**config.mk**
```make
export PLATFORM = sky130hd
export DESIGN_NAME = status_led_and_startup_switch_ctrl
export DESIGN_NICKNAME = d
export VERILOG_FILES = /design/src/status_ctrl_pkg.sv /design/src/status_if.sv /design/src/edge_detect.sv /design/src/led_encoder.sv /design/src/status_led_and_startup_switch_ctrl.sv
export SDC_FILE = /design/constraint.sdc
export NUM_CORES = 1
export LEC_CHECK = 0
export ABC_AREA = 1
export BUFFER_PORTS_ARGS = -buffer_cell sky130_fd_sc_hd__buf_2
export CAP_MARGIN = 10
export CORE_UTILIZATION = 60
export CTS_CLUSTER_DIAMETER = 120
export DETAILED_ROUTE_END_ITERATION = 8
export MAX_ROUTING_LAYER = met4
export PLACE_DENSITY = 0.79
export SYNTH_ARGS = -nofsm -noshare
export SYNTH_HDL_FRONTEND = slang
export SYNTH_SLANG_ARGS = --single-unit
export TNS_END_PERCENT = 1
```
**constraint.sdc**
```tcl
create_clock -name MCLK -period 4.5 [get_ports MCLK]
set_input_delay 0.9 -clock MCLK [delete_from_list [all_inputs] [get_ports MCLK]]
set_output_delay 0.9 -clock MCLK [all_outputs]
set_load 0.005 [all_outputs]
```
**src/status_ctrl_pkg.sv**
```systemverilog
// Package with constants and types for the status LED and start-up switch control
`default_nettype none
package status_ctrl_pkg;
  // ----------------------------------------
  // Timing
  // ----------------------------------------
  localparam int unsigned CLK_HZ = 200_000_000;
  localparam int unsigned FACTORY_HOLD_S = 10;
  localparam longint unsigned FACTORY_HOLD_CYCLES = longint'(FACTORY_HOLD_S) * longint'(CLK_HZ);
  localparam int unsigned FLASH_MS = 50;
  localparam int unsigned FLASH_CYCLES = FLASH_MS * (CLK_HZ / 1000);
  localparam int unsigned HOLD_W = 32;
  localparam int unsigned FLASH_W = 24;

  // ----------------------------------------
  // Modes and link states
  // ----------------------------------------
  typedef enum logic [1:0] {
    MODE_DATA = 2'b00,
    MODE_EXT_FRAMED = 2'b01,
    MODE_COMMAND = 2'b10
  } sys_mode_e;

  typedef enum logic [1:0] {
    LINK_IDLE = 2'b00,
    LINK_CONNECTING = 2'b01,
    LINK_CONNECTED = 2'b10
  } link_state_e;

  // Start-up sequencer states
  typedef enum logic [2:0] {
    ST_SAMPLE = 3'b000,
    ST_BOOT_HOLD = 3'b001,
    ST_BOOT = 3'b010,
    ST_RUN = 3'b011
  } start_e;

  // Function selected for the data-set-ready input
  typedef enum logic [1:0] {
    DSR_CMD_MODE = 2'b00,
    DSR_DISCONNECT = 2'b01,
    DSR_UART_EN = 2'b10,
    DSR_SLEEP = 2'b11
  } dsr_fn_e;

  // What the data-terminal-ready output reports
  typedef enum logic [1:0] {
    DTR_MODE = 2'b00,
    DTR_PEERS = 2'b01,
    DTR_BONDED = 2'b10,
    DTR_PROFILE = 2'b11
  } dtr_fn_e;

  // LED drive levels {red, green, blue}, active low
  localparam logic [2:0] LED_DARK = 3'h7;
  localparam logic [2:0] LED_GREEN = 3'h5;
  localparam logic [2:0] LED_ORANGE = 3'h1;
  localparam logic [2:0] LED_PURPLE = 3'h2;
  localparam logic [2:0] LED_BLUE = 3'h6;
endpackage
`default_nettype wire

```
**src/status_if.sv**
```systemverilog
// Interface carrying mode and link status to the LED encoder
`default_nettype none
interface status_if;
  status_ctrl_pkg::sys_mode_e mode;
  status_ctrl_pkg::link_state_e link;
  logic ready;
  logic activity;
  modport src (output mode, output link, output ready, output activity);
  modport dst (input mode, input link, input ready, input activity);
endinterface
`default_nettype wire

```
**src/edge_detect.sv**
```systemverilog
// Falling- and rising-edge detector for a synchronous low-active input
`default_nettype none
module edge_detect (
  input wire logic clk,
  input wire logic rst_n,
  input wire logic din,
  output logic fall,
  output logic rise
);
  logic prev;

  always_ff @(posedge clk) begin
    if (!rst_n) begin
      prev <= 1'b1;
    end else begin
      prev <= din;
    end
  end

  assign fall = prev && !din;
  assign rise = !prev && din;
endmodule
`default_nettype wire

```
**src/led_encoder.sv**
```systemverilog
// Maps mode and link status onto active-low RGB drive levels
`default_nettype none
module led_encoder (
  input wire logic clk,
  input wire logic rst_n,
  status_if.dst st,
  output logic [2:0] rgb
);
  logic [23:0] flash_cnt;

  // ----------------------------------------
  // Activity flash timer
  // ----------------------------------------
  always_ff @(posedge clk) begin
    if (!rst_n) begin
      flash_cnt <= 24'h000000;
    end else if (st.activity && st.link == status_ctrl_pkg::LINK_CONNECTED) begin
      flash_cnt <= 24'(status_ctrl_pkg::FLASH_CYCLES);
    end else if (flash_cnt != 24'h000000) begin
      flash_cnt <= flash_cnt - 24'h000001;
    end
  end

  // ----------------------------------------
  // Colour selection
  // ----------------------------------------
  always_comb begin
    rgb = status_ctrl_pkg::LED_DARK;
    if (st.ready) begin
      unique case (st.link)
        status_ctrl_pkg::LINK_CONNECTING: rgb = status_ctrl_pkg::LED_PURPLE;
        status_ctrl_pkg::LINK_CONNECTED: begin
          rgb = (flash_cnt != 24'h000000) ? status_ctrl_pkg::LED_DARK : status_ctrl_pkg::LED_BLUE;
        end
        default: begin
          if (st.mode == status_ctrl_pkg::MODE_COMMAND) begin
            rgb = status_ctrl_pkg::LED_ORANGE;
          end else begin
            rgb = status_ctrl_pkg::LED_GREEN;
          end
        end
      endcase
    end
  end
endmodule
`default_nettype wire

```
**src/status_led_and_startup_switch_ctrl.sv**
```systemverilog
// Top of the status LED, start-up switch and modem-control logic
`default_nettype none
// Contract
// - Red, green and blue outputs are active low, a low level lights the element.
// - Idle shows green in data or extended framed mode and orange in command mode.
// - A connecting serial-emulation link shows purple and a connected one shows blue, in any mode.
// - While connected the blue indication flashes on each data activity.
// - Switch two low at start-up restores the serial settings to defaults.
// - In normal operation switch two requests a low-energy connection to a peripheral.
// - Both switches low at start-up enter the bootloader.
// - Both switches held low from start-up for 10 s leave the bootloader and restore factory defaults.
// - The reset input resets the whole system.
// - The data-set-ready input enters command mode, disconnects, gates the serial port or sleeps, by setting.
// - The data-terminal-ready output reports mode, peers, bonding or profile link, by setting.
module status_led_and_startup_switch_ctrl #(
  parameter longint unsigned HOLD_CYCLES = status_ctrl_pkg::FACTORY_HOLD_CYCLES
) (
  input wire logic MCLK,
  input wire logic RST_N,
  input wire logic SWITCH_1_N,
  input wire logic SWITCH_2_N,
  input wire logic DSR_N,
  input wire logic [1:0] DSR_FUNC,
  input wire logic [1:0] DTR_FUNC,
  input wire logic EXT_FRAMED_SEL,
  input wire logic LINK_CONNECTING,
  input wire logic LINK_CONNECTED,
  input wire logic LINK_BONDED,
  input wire logic LINK_PROFILE,
  input wire logic DATA_ACTIVITY,
  input wire logic CMD_MODE_EXIT,
  output logic RED_N,
  output logic GREEN_N,
  output logic BLUE_N,
  output logic DTR_N,
  output logic SERIAL_DEFAULTS,
  output logic FACTORY_DEFAULTS,
  output logic BOOTLOADER,
  output logic CONNECT_REQ,
  output logic DISCONNECT_REQ,
  output logic CONNECTABLE,
  output logic UART_ENABLE,
  output logic SLEEP
);
  status_ctrl_pkg::start_e state;
  status_ctrl_pkg::sys_mode_e mode;
  status_ctrl_pkg::link_state_e link;
  logic [31:0] hold_cnt;
  logic [2:0] rgb;
  logic sw2_fall;
  logic dsr_fall;
  logic dsr_rise;
  logic running;
  logic both_pressed;
  logic hold_done;
  logic disc_evt;

  status_if st ();

  // ----------------------------------------
  // Decoding helpers
  // ----------------------------------------
  // Both switches held low
  function automatic logic both_low(input logic s1_n, input logic s2_n);
    return !s1_n && !s2_n;
  endfunction

  // Selected data-set-ready function matches
  function automatic logic dsr_is(input logic [1:0] func, input status_ctrl_pkg::dsr_fn_e fn);
    return func == fn;
  endfunction

  // Mode held outside command mode
  function automatic status_ctrl_pkg::sys_mode_e idle_mode(input logic ext);
    if (ext) begin
      return status_ctrl_pkg::MODE_EXT_FRAMED;
    end
    return status_ctrl_pkg::MODE_DATA;
  endfunction

  assign running = (state == status_ctrl_pkg::ST_RUN);
  assign both_pressed = both_low(SWITCH_1_N, SWITCH_2_N);
  assign hold_done = 64'(hold_cnt) >= HOLD_CYCLES - 64'd1;
  assign disc_evt = running && dsr_is(DSR_FUNC, status_ctrl_pkg::DSR_DISCONNECT) && dsr_fall;

  // ----------------------------------------
  // Edge detectors
  // ----------------------------------------
  edge_detect u_sw2 (
    .clk(MCLK),
    .rst_n(RST_N),
    .din(SWITCH_2_N),
    .fall(sw2_fall),
    .rise()
  );

  edge_detect u_dsr (
    .clk(MCLK),
    .rst_n(RST_N),
    .din(DSR_N),
    .fall(dsr_fall),
    .rise(dsr_rise)
  );

  // ----------------------------------------
  // Start-up sequencer
  // ----------------------------------------
  // synchronous full reset
  always_ff @(posedge MCLK) begin
    if (!RST_N) begin
      state <= status_ctrl_pkg::ST_SAMPLE;
    end else begin
      unique case (state)
        status_ctrl_pkg::ST_SAMPLE: begin
          if (both_pressed) begin
            state <= status_ctrl_pkg::ST_BOOT_HOLD;
          end else begin
            state <= status_ctrl_pkg::ST_RUN;
          end
        end
        status_ctrl_pkg::ST_BOOT_HOLD: begin
          if (!both_pressed) begin
            state <= status_ctrl_pkg::ST_BOOT;
          end else if (hold_done) begin
            state <= status_ctrl_pkg::ST_RUN;
          end
        end
        // Early release parks in bootloader until reset
        status_ctrl_pkg::ST_BOOT: begin
          state <= status_ctrl_pkg::ST_BOOT;
        end
        status_ctrl_pkg::ST_RUN: begin
          state <= status_ctrl_pkg::ST_RUN;
        end
        default: begin
          state <= status_ctrl_pkg::ST_SAMPLE;
        end
      endcase
    end
  end

  // Counts only while in the boot-hold state
  always_ff @(posedge MCLK) begin
    if (!RST_N) begin
      hold_cnt <= 32'h00000000;
    end else if (state == status_ctrl_pkg::ST_BOOT_HOLD) begin
      hold_cnt <= hold_cnt + 32'h00000001;
    end
  end

  // ----------------------------------------
  // Start-up results
  // ----------------------------------------
  always_ff @(posedge MCLK) begin
    if (!RST_N) begin
      SERIAL_DEFAULTS <= 1'b0;
      FACTORY_DEFAULTS <= 1'b0;
      BOOTLOADER <= 1'b0;
    end else begin
      if (state == status_ctrl_pkg::ST_SAMPLE && !SWITCH_2_N) begin
        SERIAL_DEFAULTS <= 1'b1;
      end
      // Factory flag stays sticky until the next reset; bootloader flag clears when the hold completes
      if (state == status_ctrl_pkg::ST_SAMPLE) begin
        BOOTLOADER <= both_pressed;
      end else if (state == status_ctrl_pkg::ST_BOOT_HOLD && both_pressed && hold_done) begin
        BOOTLOADER <= 1'b0;
        FACTORY_DEFAULTS <= 1'b1;
      end
    end
  end

  // ----------------------------------------
  // Connection request from switch two
  // ----------------------------------------
  always_ff @(posedge MCLK) begin
    if (!RST_N) begin
      CONNECT_REQ <= 1'b0;
    end else begin
      CONNECT_REQ <= running && sw2_fall;
    end
  end

  // ----------------------------------------
  // Data-set-ready control
  // ----------------------------------------
  always_ff @(posedge MCLK) begin
    if (!RST_N) begin
      mode <= status_ctrl_pkg::MODE_DATA;
    end else if (!running) begin
      mode <= status_ctrl_pkg::MODE_DATA;
    end else if (dsr_is(DSR_FUNC, status_ctrl_pkg::DSR_CMD_MODE) && dsr_fall) begin
      mode <= status_ctrl_pkg::MODE_COMMAND;
    end else if (mode == status_ctrl_pkg::MODE_COMMAND) begin
      if (CMD_MODE_EXIT) begin
        mode <= idle_mode(EXT_FRAMED_SEL);
      end
    end else begin
      mode <= idle_mode(EXT_FRAMED_SEL);
    end
  end

  always_ff @(posedge MCLK) begin
    if (!RST_N) begin
      DISCONNECT_REQ <= 1'b0;
      CONNECTABLE <= 1'b1;
    end else begin
      DISCONNECT_REQ <= disc_evt;
      if (disc_evt) begin
        CONNECTABLE <= !CONNECTABLE;
      end
    end
  end

  always_ff @(posedge MCLK) begin
    if (!RST_N) begin
      UART_ENABLE <= 1'b1;
      SLEEP <= 1'b0;
    end else begin
      UART_ENABLE <= !dsr_is(DSR_FUNC, status_ctrl_pkg::DSR_UART_EN) || !DSR_N;
      if (!dsr_is(DSR_FUNC, status_ctrl_pkg::DSR_SLEEP) || !running) begin
        SLEEP <= 1'b0;
      end else if (dsr_rise) begin
        SLEEP <= 1'b1;
      end else if (dsr_fall) begin
        SLEEP <= 1'b0;
      end
    end
  end

  // ----------------------------------------
  // Link state and data-terminal-ready
  // ----------------------------------------
  always_ff @(posedge MCLK) begin
    if (!RST_N) begin
      link <= status_ctrl_pkg::LINK_IDLE;
    end else if (LINK_CONNECTED) begin
      link <= status_ctrl_pkg::LINK_CONNECTED;
    end else if (LINK_CONNECTING) begin
      link <= status_ctrl_pkg::LINK_CONNECTING;
    end else begin
      link <= status_ctrl_pkg::LINK_IDLE;
    end
  end

  always_ff @(posedge MCLK) begin
    if (!RST_N) begin
      DTR_N <= 1'b1;
    end else begin
      // report selected status
      // Low reports the condition as true
      unique case (status_ctrl_pkg::dtr_fn_e'(DTR_FUNC))
        status_ctrl_pkg::DTR_MODE: begin
          DTR_N <= !(running && mode != status_ctrl_pkg::MODE_COMMAND);
        end
        status_ctrl_pkg::DTR_PEERS: begin
          DTR_N <= !(link == status_ctrl_pkg::LINK_CONNECTED);
        end
        status_ctrl_pkg::DTR_BONDED: begin
          DTR_N <= !LINK_BONDED;
        end
        status_ctrl_pkg::DTR_PROFILE: begin
          DTR_N <= !LINK_PROFILE;
        end
      endcase
    end
  end

  // ----------------------------------------
  // LED drive
  // ----------------------------------------
  assign st.mode = mode;
  assign st.link = link;
  assign st.ready = running;
  assign st.activity = DATA_ACTIVITY;

  led_encoder u_led (
    .clk(MCLK),
    .rst_n(RST_N),
    .st(st),
    .rgb(rgb)
  );

  always_ff @(posedge MCLK) begin
    if (!RST_N) begin
      RED_N <= 1'b1;
      GREEN_N <= 1'b1;
      BLUE_N <= 1'b1;
    end else begin
      RED_N <= rgb[2];
      GREEN_N <= rgb[1];
      BLUE_N <= rgb[0];
    end
  end
endmodule
`default_nettype wire
```
==> results of run 1 <==
==> through the flow <==
step / power, uW / hold slack (ps) / worst slack (ps)
6_report: 2530 / 459 / 2130
3_5_place_dp: 1800 / 442 / 1760
2_1_floorplan: 1610 / 439 / 2790
3_3_place_gp: 1780 / 438 / 1870
5_1_grt: 2690 / 474 / 1970
4_1_cts: 2500 / 461 / 2130
==> flip-flops by register name, indices dropped and copies added (netlist names) <==
register          count
BOOTLOADER            1
u_dsr.prev            1
hold_cnt             32
u_led.flash_cnt      24
state                 2
u_sw2.prev            1
SERIAL_DEFAULTS       1
BLUE_N                1
CONNECTABLE           1
SLEEP                 1
mode                  2
CONNECT_REQ           1
DISCONNECT_REQ        1
DTR_N                 1
RED_N                 1
link                  2
GREEN_N               1
FACTORY_DEFAULTS      1
UART_ENABLE           1
==> power groups by stage <==
stage / clock network [uW] / registers, uW / logic [uW]
2_1_floorplan: 0 / 855 / 753
3_3_place_gp: 0 / 877 / 904
3_5_place_dp: 0 / 880 / 919
4_1_cts: 703 / 865 / 932
5_1_grt: 734 / 881 / 1080
6_report: 700 / 869 / 960
==> layout make-up <==
| class | count | area, um2 | area share |
|---|---|---|---|
| Clock buffer | 9 | 124 | 0.0281 |
| Clock inverter | 7 | 146 | 0.0333 |
| Inverter | 71 | 268 | 0.0608 |
| Multi-Input combinational cell | 433 | 2110 | 0.480 |
| Sequential cell | 76 | 1520 | 0.346 |
| Tap cell | 77 | 96.3 | 0.0219 |
| Timing Repair Buffer | 27 | 135 | 0.0307 |
==> placed cells by master (no fill, tap or decap), drive strengths merged <==
master / count
nor3: 13
a211oi: 2
nor2: 125
or2: 2
nand3b: 6
o21ai: 18
buf: 27
nand3: 45
clkinv: 2
a21oi: 40
dfxtp: 76
clkbuf: 9
inv: 72
bufinv: 4
nor3b: 3
nand4: 8
mux2i: 1
xnor2: 9
o21bai: 2
o21a: 4
xor2: 9
nand2: 139
ha: 7
==> worst max-delay path, delay by kind of cell <==
| family | cells | cell delay, ps |
|---|---|---|
| AND/OR/NAND/NOR | 1 | 380 |
| buffers and inverters | 3 | 1090 |
| AO/OA/AOI/OAI | 2 | 230 |
==> cells by family after synthesis <==
logic type	count (synthesis)	share of synthesized area
DFF	76	0.387
and+or+nand+nor	341	0.382
buffers and inverters	80	0.0769
AOI/OAI and AO/OA	66	0.0900
adders and majority gates	7	0.0223
xor gates and xnor gates	18	0.0401
muxes	1	0.00254
==> cells in the mapped netlist <==
cell,number,area share
nand2_1,133,0.13
nor2_1,118,0.11
dfxtp_1,76,0.39
inv_1,70,0.067
nand3_1,43,0.055
a21oi_1,40,0.051
o21ai_0,18,0.023
nor3_1,9,0.011
xnor2_1,9,0.020
xor2_1,9,0.020
clkbuf_1,8,0.0076
nand4_1,8,0.013
ha_1,7,0.022
nand3b_1,6,0.011
nand2_2,5,0.0079
nor2_2,5,0.0079
o21a_1,4,0.0076
nor3b_1,3,0.0057
a211oi_1,2,0.0038
nand3_2,2,0.0051
nor2_4,2,0.0057
nor3_2,2,0.0051
nor3_4,2,0.0083
or2_2,2,0.0032
buf_2,1,0.0013
clkinv_2,1,0.0013
mux2i_1,1,0.0025
nand2_4,1,0.0029
o21bai_1,1,0.0019
o21bai_2,1,0.0029
==> per-layer routing <==
layer | vias up | routed length (um) | share of wire | global-route usage
li1 | 1919 | - | - | -
met5 | - | 0 | 0 | -
met2 | 115 | 3960 | 0.45 | 0.444
met4 | 0 | 120 | 0.014 | 0.0909
met3 | 13 | 472 | 0.054 | 0.0417
met1 | 1681 | 4210 | 0.48 | 0.354
==> final timing paths <==
path                                      end  slack (ps)                             from
max                         BLUE_N$_SDFF_PN1_        2130                            RST_N
max reg2reg  u_led.flash_cnt[23]$_SDFFE_PN0P_        2390  u_led.flash_cnt[0]$_SDFFE_PP0P_
min             FACTORY_DEFAULTS$_SDFFE_PN0P_         460    FACTORY_DEFAULTS$_SDFFE_PN0P_
min reg2reg     FACTORY_DEFAULTS$_SDFFE_PN0P_         460    FACTORY_DEFAULTS$_SDFFE_PN0P_
==> impl_results.md, run 1 <==
* Status: finished clean
* Die area at slightly below 7000 um2
* Largest net degree at the start of global routing at 32
* WHS Path Cells at 2
* Final period utilization at 0.527
* Setup_tns at 0 ps
* Tightest Pin Transition at around 1000 ps
* Slowest CP cell: inv_1
* Total Wirelength at about 8800 um
* Setup Fix Bufs, Post-CTS at 0
* TritonCTS clock tree: done
* Yosys cell types at 30
* Syn-to-layout area delta at 11.9%
* Post-place instance area at between 4000 and 5000 um2
* Post-CTS Resized at 0
* Initial antenna violation count at 0
* Initial core utilization at 0.620
* Critical-path maximum fanout at 31
* Critical Path AT at about 2600 ps
* Core Area at 6350 um2
* Category of the most critical setup path: in2reg
* Global-route usage over all layers at 0.275
* Worst Setup End Kind: flop
* Maximum vdd ir drop at around 560 uV
* DR WL/cell at 12.5 um
* Row count at 29
* Starting DRT DRC Count at approximately 290
* Post-synthesis sequential area ratio at 0.387
* Most frequent CP cell: inv_1
* Die W at 83.0 um
* Overflow after GRT at 0
* Yosys reg bits at between 70 and 80
* # IOs at 28
* Via density at about 5.3
* Via count at between 3000 and 4000
* Slew Limit Fails at 0
* Leak at approximately 0.0019 uW
* Max cap viols at 0
* IO Port Bufs at 27
* Antenna diodes at 0
* Vias in the first global route at 3436
* Final std cells w/o fill at 700
* Max transition margin at 0.330
* PwrDens at between 500 and 600 nW/um2
* Clk_skew at between 7 and 8 ps
* Hold Violations, Final at 0
* # DRC at 0
* Netlist Area Pre-Place at between 3000 and 4000 um2
* # clock sinks at 76
* Mean Syn Cell Area at 6.68 um2
* Crit path cell chain: buf_2 -> inv_1 -> nor2_1 -> inv_1 -> a21oi_1 -> o21ai_0
* Clk pwr share at 0.277
* Sw frac at 0.390
* Num CTS Buffers at 9
* Final Net Count at approximately 640
* Comb pwr share at 0.380
* RSZ-0062 raised after global routing: no
* Routability-driven placement congestion ratio at about 0.92
* R2R cell count at 7
* Sequential share of power at 0.344
* Placed Cells at about 680
* CP required at roughly 4700 ps
* Post-route cell area at ~4400 um2
* Post-Syn Instances at 589
* Filler cell count at 564
* H-tree levels at 3
* Syn_nets at just over 600
* Root Buffer: clkbuf_8
* CP max stage delay at a little under 600 ps
* Die height at approximately 83 um
* Detailed Routing Iterations Pass 1 at 6
* Worst setup SP type: input pin
* First-pass GRT wire length at around 15000 um
* P_int at approximately 1500 uW
* Utilization after layout at 0.693
* Hpwl dp at between 6000 and 7000 um
* Worst hold path type: reg2reg
* Clock Latency Late Sink at between 300 and 400 ps
* Final-report setup violation count at 0
* Share of cells above drive strength 1 at 0.106
* Worst-path clk slew at around 90 ps
* Hold Buf Count CTS at 0
* Final worst path period need at around 2400 ps
* Synth warn at 0
* Clock Path Buffers at 2
* ANT nets after route at 0
* Peak Freq at between 400 and 500 MHz
* Switching power at between 900 and 1000 uW
Power figures use the tool's default switching activity.
==> inputs of run 2 (changes only) <==
==> constraint.sdc (replaced) <==
create_clock -name MCLK -period 2.5 [get_ports MCLK]
set_input_delay 0.5 -clock MCLK [delete_from_list [all_inputs] [get_ports MCLK]]
set_output_delay 0.5 -clock MCLK [all_outputs]
set_load 0.005 [all_outputs]
==> run 2 against run 1 <==
Net effect: non-clock buffer count increased by 3; worst hold slack got worse by 140 ps; utilization decreased by 0.63 points; clock skew increased by 5.3 ps; wire length increased by 0.71%; register-to-register slack got worse by 1600 ps; sequential share of layout area increased by 0.32 points; combinational power increased by 80%; global-route usage increased by 1.1 points; largest power group unchanged.
==> impl_results.md, run 2 (same netlist as run 1, synthesis figures left out) <==
* Status: finished clean
* Crit path cell chain: inv_1 -> ha_1 -> nand2_1 -> nand2_1 -> a211oi_1
* Clock Path Buffers at 2
* Hold Violations, Final at 0
* IO Port Bufs at 27
* Syn-to-layout area delta at 10.8%
* R2R setup slack at 760 ps
* Overflow after GRT at 0
* RSZ-0062 raised after global routing: no
* Peak Freq at 573 MHz
* Most frequent CP cell: nand2_1
* Maximum vdd ir drop at about 800 uV
* P_int at 2510 uW
* Hold Buf Count CTS at 0
* Via count at approximately 3700
* Final period utilization at 0.698
* Slowest CP cell: nand2_1
* Total Wirelength at just under 9000 um
* Global-route usage over all layers at 0.286
* Worst hold path type: in2reg
* Hold EP: link[0]$_SDFF_PP0_
* Vias in the first global route at ~3600
* Final WS setup at around 760 ps
* Clock Latency Late Sink at around 360 ps
* Worst R2R Start: link[0]$_SDFF_PP0_
* Row count at 29
* Worst-path clk slew at about 90 ps
* Category of the most critical setup path: reg2reg
* # clock sinks at between 70 and 80
* Die area at just under 7000 um2
* Share of cells above drive strength 1 at 0.110
* Die height at about 83 um
* Final Net Count at approximately 640
* Slew Limit Fails at 0
* Max cap viols at 0
* Worst setup SP type: flop
* Die W at 83.0 um
* Final std cells w/o fill at 703
* Number of flip-flops in the largest register at 32
* Critical-path maximum fanout at 16
* Hold Path Origin: LINK_CONNECTED
* Post-CTS Resized at 0
* Largest net degree at the start of global routing at 22
* Antenna diodes at 0
* Top delay family on crit path: simple AND/OR/NAND/NOR gates
* Setup Fix Bufs, Post-CTS at 0
* Setup_tns at 0 ps
* Clk_skew at roughly 13 ps
* ANT nets after route at 0
* WHS Path Cells at 2
* Hpwl dp at ~6600 um
* Critical path buffers and inverters at 1
* Max transition margin at 0.606
* Via density at between 5 and 6
* Commonest non-fill, non-tap cells in the layout: 133 x nand2_1, 118 x nor2_1, 76 x dfxtp_1
* Tightest Pin Transition at between 500 and 600 ps
* Place WS at around 770 ps
* R2R cell count at 5
* Post-route total power at ~4300 uW
* Final-report setup violation count at 0
* Placed Cells at a little under 700
* Crit. path cell count at 5
* Worst Setup End Kind: flop
* Reg2reg end: u_led.flash_cnt[1]$_SDFFE_PP0P_
* Comb pwr share at 0.406
* Starting DRT DRC Count at around 170
* Detailed Routing Iterations Pass 1 at 5
* Root Buffer: clkbuf_8
* Routability-driven placement congestion ratio at 0.926
* Initial antenna violation count at 0
* Sequential share of power at 0.364
* Num CTS Buffers at 9
* H-tree levels at 3
* # DRC at 0
* Largest Register: hold_cnt
* Critical Path AT at a little over 2000 ps
* Core Area at ~6300 um2
* # IOs at 28
* Sw frac at 0.413
* First-pass GRT wire length at 15700 um
* Filler cell count at roughly 550
* CP required at ~2800 ps
* Switching power at 1770 uW
* Final worst path period need at 1740 ps
* CP max stage delay at about 430 ps
* Largest regs: hold_cnt (32), u_led.flash_cnt (24)
* Leak at 0.00191 uW
* Clk pwr share at 0.230
* Initial core utilization at 0.620
* TritonCTS clock tree: done
* PwrDens at a little under 1000 nW/um2
* DR WL/cell at 12.6 um
* Most common cell after layout, fill and taps aside: nand2_1
run 2: cell count changes in the layout (fill, tap and decap cells not counted), sizes merged:
cell      delta
buf          +3
bufinv       -3
clkbuf       +1
clkinv       -1
clkinvlp     +3
run 2: power by group through the flow:
stage	registers [uW]	logic (uW)	clock network (uW)
3_3_place_gp	1570	1650	0
6_report	1560	1730	985
2_1_floorplan	1540	1350	0
5_1_grt	1580	1980	1060
3_5_place_dp	1580	1700	0
4_1_cts	1550	1710	1000
run 2: how the worst max path moves through the flow:
stage | startpoint | endpoint | slack (ps)
floorplan | hold_cnt[0]$_SDFFE_PN0P_ | hold_cnt[26]$_SDFFE_PN0P_ | 1040
CTS | link[0]$_SDFF_PP0_ | u_led.flash_cnt[1]$_SDFFE_PP0P_ | 770
detailed placement | link[0]$_SDFF_PP0_ | u_led.flash_cnt[1]$_SDFFE_PP0P_ | 770
finish | link[0]$_SDFF_PP0_ | u_led.flash_cnt[1]$_SDFFE_PP0P_ | 760
global placement | u_led.flash_cnt[0]$_SDFFE_PP0P_ | u_led.flash_cnt[22]$_SDFFE_PP0P_ | 860
global route | link[0]$_SDFF_PP0_ | u_led.flash_cnt[1]$_SDFFE_PP0P_ | 580
run 2: through the flow:
stage          hold slack (ps)   util  area, um2
2_1_floorplan              439      -       3940
3_3_place_gp               443  0.654       4150
3_5_place_dp               450  0.654       4150
4_1_cts                    311  0.687       4360
5_1_grt                    303  0.687       4360
6_report                   318  0.687       4360
run 2: cell type report:
| type | instances | area [um2] | area share |
|---|---|---|---|
| clock buffer | 10 | 138 | 0.0316 |
| timing repair buffer | 30 | 158 | 0.0361 |
| tap | 77 | 96.3 | 0.0221 |
| clock inverter | 6 | 70.1 | 0.0161 |
| inverter | 71 | 268 | 0.0614 |
| sequential | 76 | 1520 | 0.349 |
| multi-input combinational | 433 | 2110 | 0.484 |
run 2: layer usage:
layer / global-route usage / share of wire / up-vias
met1: 0.353 / 0.47 / 1671
met4: 0.0940 / 0.020 / 0
met5: - / 0 / -
met2: 0.463 / 0.47 / 91
li1: - / - / 1928
met3: 0.0646 / 0.042 / 18
